==> config.mk <==
export PLATFORM = sky130hd
export DESIGN_NAME = etseq_top
export DESIGN_NICKNAME = d
export VERILOG_FILES = /design/src/hdl/etseq_pkg.sv /design/src/hdl/etseq_edge.sv /design/src/hdl/etseq_top.sv
export SDC_FILE = /design/constraint.sdc
export NUM_CORES = 1
export LEC_CHECK = 0
export ABC_AREA = 1
export BUFFER_PORTS_ARGS = -buffer_cell sky130_fd_sc_hd__buf_2
export CAP_MARGIN = 5
export CORE_AREA = 2 2 163 165
export DETAILED_ROUTE_END_ITERATION = 8
export DIE_AREA = 0 0 165 167
export PLACE_DENSITY_LB_ADDON = 0.15
export SYNTH_ARGS = -nofsm -noshare
export SYNTH_HDL_FRONTEND = slang
export SYNTH_SLANG_ARGS = --single-unit
==> constraint.sdc <==
create_clock -name clk_sys -period 7.02 [get_ports clk_sys]
set_input_delay 0.702 -clock clk_sys [delete_from_list [all_inputs] [get_ports clk_sys]]
set_output_delay 0.702 -clock clk_sys [all_outputs]
set_load 0.02 [all_outputs]
==> src/hdl/etseq_pkg.sv <==
// Purpose: Shared constants and types for the external trigger sequencer.
// Assumes: 100 MHz system clock.
// Notes:   Register map is a small private map over a plain strobe port.
package etseq_pkg;

    // Register offsets (word indices on the plain port)
    localparam logic [3:0] ETSEQ_OFS_CTRL   = 4'h0;
    localparam logic [3:0] ETSEQ_OFS_DELAY  = 4'h1;
    localparam logic [3:0] ETSEQ_OFS_POINTS = 4'h2;
    localparam logic [3:0] ETSEQ_OFS_STATUS = 4'h3;
    localparam logic [3:0] ETSEQ_OFS_ID     = 4'h4;

    // Control field positions
    localparam int ETSEQ_CTRL_SRC_EXT  = 0;
    localparam int ETSEQ_CTRL_PER_PT   = 1;
    localparam int ETSEQ_CTRL_RISING   = 2;
    localparam int ETSEQ_CTRL_POS_ADC  = 3;
    localparam int ETSEQ_CTRL_ARM      = 4;

    // Reset values
    localparam logic [4:0]  ETSEQ_CTRL_RST   = 5'h00;
    localparam logic [15:0] ETSEQ_DELAY_RST  = 16'h0000;
    localparam logic [15:0] ETSEQ_POINTS_RST = 16'h0001;

    // Arbitrary identification value
    localparam logic [31:0] ETSEQ_ID_VALUE   = 32'h0000_5E01;

    // Delay resolution: one count per 100 ns at 100 MHz
    localparam int ETSEQ_CLK_MHZ        = 100;
    localparam int ETSEQ_DELAY_STEP_NS  = 100;
    localparam int ETSEQ_DELAY_STEP_CYC = (ETSEQ_DELAY_STEP_NS * ETSEQ_CLK_MHZ) / 1000;

    // Register bus request
    typedef struct packed {
        logic        wr;
        logic        rd;
        logic [3:0]  addr;
        logic [31:0] wdata;
    } etseq_bus_t;

    // Handshake with the sweep engine
    typedef struct packed {
        logic tune_start;
        logic adc_start;
    } etseq_cmd_t;

    typedef enum logic [2:0] {
        ETSEQ_IDLE,
        ETSEQ_WAIT_TRIG,
        ETSEQ_DELAY,
        ETSEQ_TUNE,
        ETSEQ_SAMPLE
    } etseq_state_t;

endpackage

==> src/hdl/etseq_edge.sv <==
// Purpose: Synchronise the trigger pin and detect the selected edge.
// Assumes: Pin is asynchronous to clk_sys.
// Notes:   Three stages; the edge is taken where stages two and three differ.
`timescale 1ns/1ps
module etseq_edge (
    // Clock and reset
    input  wire logic clk_sys,
    input  wire logic rst,
    // Pin and selection
    input  wire logic trig_pin,
    input  wire logic rising_sel,
    // Result
    output logic      edge_pulse
);
    import etseq_pkg::*;

    logic [2:0] sync;

    // Three-stage synchroniser; first stage feeds only the second
    always_ff @(posedge clk_sys or posedge rst) begin
        if (rst) begin
            sync <= 3'h7;
        end else begin
            sync <= {sync[1:0], trig_pin};
        end
    end

    // Selected edge as one-cycle pulse
    always_comb begin
        if (rising_sel) begin
            edge_pulse = sync[1] & ~sync[2];
        end else begin
            edge_pulse = ~sync[1] & sync[2];
        end
    end

endmodule

==> src/hdl/etseq_top.sv <==
// Purpose: External trigger gating of a frequency-sweep sequencer.
// Assumes: Sweep engine acknowledges tuning and sampling with one-cycle done pulses.
// Notes:   Registers on a plain strobe port, read data one cycle after the strobe.
//
// The address map and strobed register access were chosen for this implementation.
`timescale 1ns/1ps

module etseq_top (
    // Clock and reset
    input  wire logic                clk_sys,
    input  wire logic                rst,
    // Register port
    input  wire etseq_pkg::etseq_bus_t bus,
    output logic [31:0]              rdata,
    // Trigger pin and sweep engine
    input  wire logic                trig_pin,
    input  wire logic                tune_done,
    input  wire logic                adc_done,
    output etseq_pkg::etseq_cmd_t    cmd,
    output logic                     waiting,
    output logic                     sweep_done
);
    import etseq_pkg::*;

    logic [4:0]   ctrl;
    logic [15:0]  delay_val;
    logic [15:0]  num_points;
    logic [15:0]  point_idx;
    logic [15:0]  dly_cnt;
    logic [7:0]   step_cnt;
    logic         trig_edge;
    logic         trig_ok;
    logic         after_tune;
    logic         arm_pulse;
    etseq_state_t state;

    wire src_ext = ctrl[ETSEQ_CTRL_SRC_EXT];
    wire per_pt  = ctrl[ETSEQ_CTRL_PER_PT];
    wire pos_adc = ctrl[ETSEQ_CTRL_POS_ADC];
    wire last_pt = (point_idx >= num_points - 16'h0001);

    // Edge detection on the synchronised pin
    etseq_edge u_edge (
        .clk_sys    (clk_sys),
        .rst        (rst),
        .trig_pin   (trig_pin),
        .rising_sel (ctrl[ETSEQ_CTRL_RISING]),
        .edge_pulse (trig_edge)
    );

    // Accepted only from the external source and only while waiting
    assign trig_ok = trig_edge & src_ext & (state == ETSEQ_WAIT_TRIG);

    // Control and configuration registers; arm bit is self-clearing
    always_ff @(posedge clk_sys or posedge rst) begin
        if (rst) begin
            ctrl       <= ETSEQ_CTRL_RST;
            delay_val  <= ETSEQ_DELAY_RST;
            num_points <= ETSEQ_POINTS_RST;
            arm_pulse  <= 1'b0;
        end else begin
            arm_pulse <= 1'b0;
            if (bus.wr) begin
                case (bus.addr)
                    ETSEQ_OFS_CTRL: begin
                        ctrl      <= bus.wdata[4:0] & 5'h0F;
                        arm_pulse <= bus.wdata[ETSEQ_CTRL_ARM];
                    end
                    ETSEQ_OFS_DELAY:  delay_val <= bus.wdata[15:0];
                    ETSEQ_OFS_POINTS: num_points <= (bus.wdata[15:0] == 16'h0000) ?
                                                    16'h0001 : bus.wdata[15:0];
                    default: ;
                endcase
            end
        end
    end

    // Read data, one cycle after the strobe; unmapped reads return zero
    always_ff @(posedge clk_sys or posedge rst) begin
        if (rst) begin
            rdata <= 32'h0000_0000;
        end else if (bus.rd) begin
            case (bus.addr)
                ETSEQ_OFS_CTRL:   rdata <= {27'h0, ctrl};
                ETSEQ_OFS_DELAY:  rdata <= {16'h0, delay_val};
                ETSEQ_OFS_POINTS: rdata <= {16'h0, num_points};
                ETSEQ_OFS_STATUS: rdata <= {13'h0, state, point_idx};
                ETSEQ_OFS_ID:     rdata <= ETSEQ_ID_VALUE;
                default:          rdata <= 32'h0000_0000;
            endcase
        end else begin
            rdata <= 32'h0000_0000;
        end
    end

    // Sweep sequencer
    always_ff @(posedge clk_sys or posedge rst) begin
        if (rst) begin
            state      <= ETSEQ_IDLE;
            point_idx  <= 16'h0000;
            dly_cnt    <= 16'h0000;
            step_cnt   <= 8'h00;
            after_tune <= 1'b0;
            cmd        <= '0;
            waiting    <= 1'b0;
            sweep_done <= 1'b0;
        end else begin
            cmd        <= '0;
            sweep_done <= 1'b0;
            case (state)
                ETSEQ_IDLE: begin
                    if (arm_pulse) begin
                        point_idx <= 16'h0000;
                        after_tune <= 1'b0;
                        if (pos_adc) begin
                            state          <= ETSEQ_TUNE;
                            cmd.tune_start <= 1'b1;
                        end else begin
                            state   <= ETSEQ_WAIT_TRIG;
                            waiting <= 1'b1;
                        end
                    end
                end
                ETSEQ_WAIT_TRIG: begin
                    if (trig_ok) begin
                        waiting  <= 1'b0;
                        dly_cnt  <= delay_val;
                        step_cnt <= 8'(ETSEQ_DELAY_STEP_CYC - 1);
                        state    <= ETSEQ_DELAY;
                    end
                end
                ETSEQ_DELAY: begin
                    if (dly_cnt == 16'h0000) begin
                        if (after_tune) begin
                            state         <= ETSEQ_SAMPLE;
                            cmd.adc_start <= 1'b1;
                        end else begin
                            state          <= ETSEQ_TUNE;
                            cmd.tune_start <= 1'b1;
                        end
                    end else if (step_cnt == 8'h00) begin
                        step_cnt <= 8'(ETSEQ_DELAY_STEP_CYC - 1);
                        dly_cnt  <= dly_cnt - 16'h0001;
                    end else begin
                        step_cnt <= step_cnt - 8'h01;
                    end
                end
                ETSEQ_TUNE: begin
                    if (tune_done) begin
                        if (pos_adc && (per_pt || point_idx == 16'h0000)) begin
                            after_tune <= 1'b1;
                            waiting    <= 1'b1;
                            state      <= ETSEQ_WAIT_TRIG;
                        end else begin
                            state         <= ETSEQ_SAMPLE;
                            cmd.adc_start <= 1'b1;
                        end
                    end
                end
                ETSEQ_SAMPLE: begin
                    if (adc_done) begin
                        after_tune <= 1'b0;
                        if (last_pt) begin
                            point_idx  <= 16'h0000;
                            sweep_done <= 1'b1;
                            state      <= ETSEQ_IDLE;
                        end else begin
                            point_idx <= point_idx + 16'h0001;
                            if (per_pt) begin
                                if (pos_adc) begin
                                    state          <= ETSEQ_TUNE;
                                    cmd.tune_start <= 1'b1;
                                end else begin
                                    state   <= ETSEQ_WAIT_TRIG;
                                    waiting <= 1'b1;
                                end
                            end else begin
                                state          <= ETSEQ_TUNE;
                                cmd.tune_start <= 1'b1;
                            end
                        end
                    end
                end
                default: state <= ETSEQ_IDLE;
            endcase
        end
    end

endmodule

After elaboration in Yosys (flattened, before gate mapping) --
Index checks and enable logic that the tools add are counted.
Storage, ports and cells: register bits 120, bits of input ports 43, output and inout port bits 36, logic and storage cells 121
Cells by class: add/subtract/negate cells 4, magnitude comparators 1, eq/ne operators 18, mux-type cells 56, bitwise gates (word level) 6, reductions and logical operators 21
Operator list (count):
- two-way mux 16 bit | 7
- one-hot mux 19 bit (5 select lines) | 1
- one-hot mux 16 bit (2 select lines) | 2
- logical NOT 16 bit | 3
- two-way mux 32 bit | 1
- subtractor 16 x 1 -> 16 bit (second input constant) | 2
- two-way mux 3 bit | 9
- two-way mux 1 bit | 25
- two-way mux 8 bit | 3
- inequality test 2 bit (second input constant) | 10
- adder 16 x 1 -> 16 bit (second input constant) | 1
- >= comparator 16 bit | 1
- one-hot mux 8 bit (2 select lines) | 1
- one-hot mux 3 bit (5 select lines) | 1
- AND reduction 5 bit | 2
- equality test 4 x 2 -> 1 bit (second input constant) | 2
- logical NOT 8 bit | 1
- AND reduction 8 bit | 1
- subtractor 8 x 1 -> 8 bit (second input constant) | 1
- equality test 3 x 2 -> 1 bit (second input constant) | 2
- one-hot mux 1 bit (3 select lines) | 2
- AND reduction 2 bit | 3
- AND reduction 3 bit | 2
- AND 1 bit | 4
- 16 further kinds | 19

Depth between registers and ports, before layout --
depth after elaboration 7, mapped depth 21

By module --
Synthesis repeated with hierarchy kept, for this count alone.
Unflattened totals: cells, all modules 845, area, all modules 6293.5 um^2
Modules (own cells, without submodules):
- etseq_top | times used 1, cells each 835, area each 6185.9 um^2, seq. area each 2603.7 um^2
- etseq_edge | times used 1, cells each 10, area each 107.6 um^2, seq. area each 78.8 um^2

Worst setup path before layout --
OpenSTA, ideal clock, no wires.
path kind flip-flop to flip-flop, from register num_points[6], to register point_idx[11], library setup time 0.072 ns, data arrival time 2.524 ns, required time 6.948 ns, slack 4.424 ns, stages on the path, launching flop included 18, clock period less this slack 2.596 ns, path through dfrtp_1 nor2_1 nand2_1 nor3_2 nand2_1 nor2_1 nand3_1 xor2_1 inv_1 ha_1 a21oi_1 o21ai_0 nor2_1 nand3_1 nand2_1 inv_2 buf_2 nor2_1
Between the ends: longest elaborated chain between the ends 5
RTL lines:
- start, declared | line etseq_top.sv:27 | logic [15:0] num_points;
- start signal, assigned | line etseq_top.sv:70 | ETSEQ_OFS_POINTS: num_points <= (bus.wdata[15:0] == 16'h0000) ?
- subtractor 16 x 1 -> 16 bit | line etseq_top.sv:40 | wire last_pt = (point_idx >= num_points - 16'h0001);
- >= comparator 16 bit | line etseq_top.sv:40
- two-way mux 16 bit | line etseq_top.sv:163 | if (last_pt) begin
- two-way mux 16 bit | line etseq_top.sv:161 | if (adc_done) begin
- one-hot mux 16 bit (2 select lines) | line etseq_top.sv:110 | case (state)
- end signal, assigned | line etseq_top.sv:168 | point_idx <= point_idx + 16'h0001;
- end, declared | line etseq_top.sv:28 | logic [15:0] point_idx;
Every way passes these cells. The select of a mux whose other input is x is not followed. A chain may end at the register's enable or synchronous reset.

Final worst setup path --
from register num_points[6], to register point_idx[2]
The elaborated chain is that of the path after synthesis.

==> key figures <==
Run status
  – Outcome: finished, final reports clean

Finish
  – Area delta synth->final: 13.0%
  – Most frequent cells in the layout: 213 x nand2_1, 109 x inv_1, 103 x dfrtp_1
  – Fin util: 0.278
  – FF+latch area: between 2000 and 3000 µm²
  – Area occupied by multi-input gates: 3040 µm²
  – Fraction of layout cells with a size suffix above 1: 0.136
  – Fin nets: 942
  – Commonest non-fill, non-tap cell in the layout: nand2_1
  – Number of fill cells: about 2800

Power
  – Pwr/cell area: 333 nW/µm²
  – Leak pwr: between 3 and 4 nW
  – Peak supply drop: ~110 µV

Floorplanning
  – CORE AREA: 25800 µm²
  – Starting Density: 0.246
  – I/O pin count: a little under 80
  – Die Width: 165 µm
  – Row cnt: around 60
  – Die height: about 170 µm
  – Die area: 27600 µm²

Detailed routing
  – Drt pass-1 iters: 5
  – Via-to-Cell Ratio: 4.39
  – Via count: between 5000 and 6000
  – Final wirelength: around 19000 µm
  – Avg WL per Cell: approximately 15 µm
  – Routed Antenna Nets: 0
  – # DRC: 0
  – DR iter-0 viols: ~390

Job
  – # Max-Cap Violations: 0

Clock tree
  – Setup bufs post-CTS: 0
  – CTS tree: built
  – CTS Buffer Depth: 2
  – Reg clk slew, reported paths: about 0.080 ns
  – Clock sinks: approximately 110
  – Hold-fix buffers, CTS: 0
  – Total CTS buffers: 9
  – Clock Tree Root: clkbuf_16
  – H-tree depth: 3
  – Clk_lat worst skew: around 0.36 ns
  – CTS resizes: 0

Yosys
  – Synth warn: 0
  – Cells after Synth: 834
  – Post-synth EDFFs: 0
  – Flops & latches, synth: 107
  – Mapped Area: between 6000 and 7000 µm²
  – Most used DFF post-synth: dfrtp_1
  – Register area share after synthesis: 0.424
  – Distinct cells, synth: 41
  – Syn avg cell area: around 7.6 µm²
  – Post-synth ARST share: 1.00

Critical path
  – Crit. path cell count: 16
  – Crit Path Max Fanout: 13
  – Critical path class: flip-flop to flip-flop
  – CP Data Required Time: 7.30 ns
  – Worst Setup End Kind: flip-flop
  – Critical path buffer and inverter count: 2
  – Cell family with most CP delay: simple AND/OR/NAND/NOR gates
  – CP max stage delay: around 0.46 ns
  – Crit-path slowest cell: dfrtp_1
  – Crit path DAT: between 3 and 4 ns
  – Worst Reg2Reg Path Length in Cells: 16
  – Crit-path cells: nor2_1, nand2_1, nor3_2, nand2_1, nor2_1, nand3_1, xor2_1, inv_1, ha_1, a21oi_1, o21ai_0, nor2_1, nand3_1, nand2_1, inv_2, a21oi_1
  – Critical Path Start Type: flip-flop

Timing
  – Fin. Hold Viols: 0
  – RSZ-0062 raised after global routing: false
  – TNS Setup: 0 ns
  – Final Cycle Share: 0.484
  – Slew headroom: 0.364
  – Final setup fails: 0
  – Max-slew violation count: 0
  – Skew final: ~0.0067 ns
  – Fmax: roughly 300 MHz
  – Worst slew pin tran: 0.951 ns
  – Tmin final: 3.40 ns

GRT
  – Total gr overflow: 0
  – GRT Total Usage: 0.143
  – Met3 Use GR: 0.0194
  – Initial antenna violation count: 0
  – M2 GR Usage: 0.209
  – GR peak layer: met1
  – Routing usage on met1: 0.219
  – Global-route wire length before repair: 30400 µm
  – Vias in the first global route: approximately 5300
  – Largest net degree at the start of global routing: 57

Min path
  – Worst Hold Class: flip-flop to flip-flop
  – Cell depth of the worst min-delay path: 0

Placed design
  – DP HPWL: 14400 µm
  – Port bufs: a little under 50
  – Routability Congestion: 0.786
==> state kept, by name, summed over array words and instances (netlist names), 3 cells and up <==
register	cells
point_idx	16
dly_cnt	16
delay_val	16
u_edge.sync	3
step_cnt	8
rdata	19
state	3
ctrl	4
num_points	16
==> cells in the mapped netlist (5+ instances only) <==
master | count | share of area
nor3_1 | 11 | 0.0087
nand3_1 | 50 | 0.040
o21ai_1 | 7 | 0.0055
o21ai_2 | 12 | 0.017
o21ai_0 | 72 | 0.057
xor2_1 | 20 | 0.028
buf_2 | 5 | 0.0040
xnor2_1 | 5 | 0.0069
ha_1 | 22 | 0.043
a221oi_1 | 7 | 0.0097
nor2_2 | 7 | 0.0069
o221ai_1 | 5 | 0.0069
a21oi_1 | 11 | 0.0087
nor2_1 | 82 | 0.049
clkbuf_1 | 9 | 0.0053
dfrtp_1 | 103 | 0.41
inv_2 | 11 | 0.0065
o22ai_1 | 6 | 0.0059
inv_1 | 110 | 0.065
nand2_1 | 213 | 0.13
buf_4 | 14 | 0.017
nand4_1 | 13 | 0.013
==> layer usage <==
metal | vias up | wire [µm] | share of wire
met5 | - | 0 | 0
met4 | 0 | 235 | 0.013
met3 | 14 | 638 | 0.034
met2 | 98 | 7860 | 0.42
met1 | 2490 | 10000 | 0.53
li1 | 2744 | - | -
==> final cells by class <==
type | instances | share of cell area
diodes | 1 | 0.000350
clock buffers | 10 | 0.0320
clock inverters | 5 | 0.00857
inverters | 122 | 0.0647
multi-input cells | 586 | 0.425
flip-flops and latches | 107 | 0.375
well taps | 335 | 0.0586
repair buffers | 51 | 0.0364
==> kinds of logic (layout without fill, tap and decap cells) <==
family,Yosys count,count (layout),share of synthesized area
flops,107,107,0.424
xor+xnor,25,25,0.0346
simple gates,399,399,0.274
buf+inv,153,188,0.104
fa+ha+maj,22,22,0.0435
other cells,1,14,0.000592
compound gates,127,127,0.120
==> power breakdown <==
| part | total, mW | switching (mW) | leakage (nW) | internal [mW] |
|---|---|---|---|---|
| logic | 0.977 | 0.649 | 2.05 | 0.328 |
| clock network | 0.530 | 0.251 | 0.144 | 0.279 |
| registers | 0.875 | 0.132 | 1.40 | 0.743 |
==> stage by stage <==
step | std cells | power, mW | cell area [µm²] | worst slack [ns] | hold WS (ns)
after floorplan | 846 | 1.63 | 6380 | 3.51 | 0.345
after global placement | 1201 | 1.88 | 6860 | 3.59 | 0.347
after detailed placement | 1201 | 1.87 | 6860 | 3.59 | 0.348
after CTS | 1216 | 2.42 | 7150 | 3.58 | 0.360
after global routing | 1216 | 2.61 | 7150 | 3.24 | 0.370
final | 1217 | 2.38 | 7160 | 3.62 | 0.359
==> worst paths after layout <==
path	endpoint	slack [ns]	from
worst max-delay path	point_idx[2]	3.62	num_points[6]
worst min-delay path	u_edge.sync[1]	0.36	u_edge.sync[0]
worst max register to register	point_idx[2]	3.62	num_points[6]
worst min register to register	u_edge.sync[1]	0.36	u_edge.sync[0]
max in group asynchronous	num_points[5]	5.32	rst
min in group asynchronous	point_idx[2]	0.48	rst
Note: power is estimated with default switching activity, not from simulation.
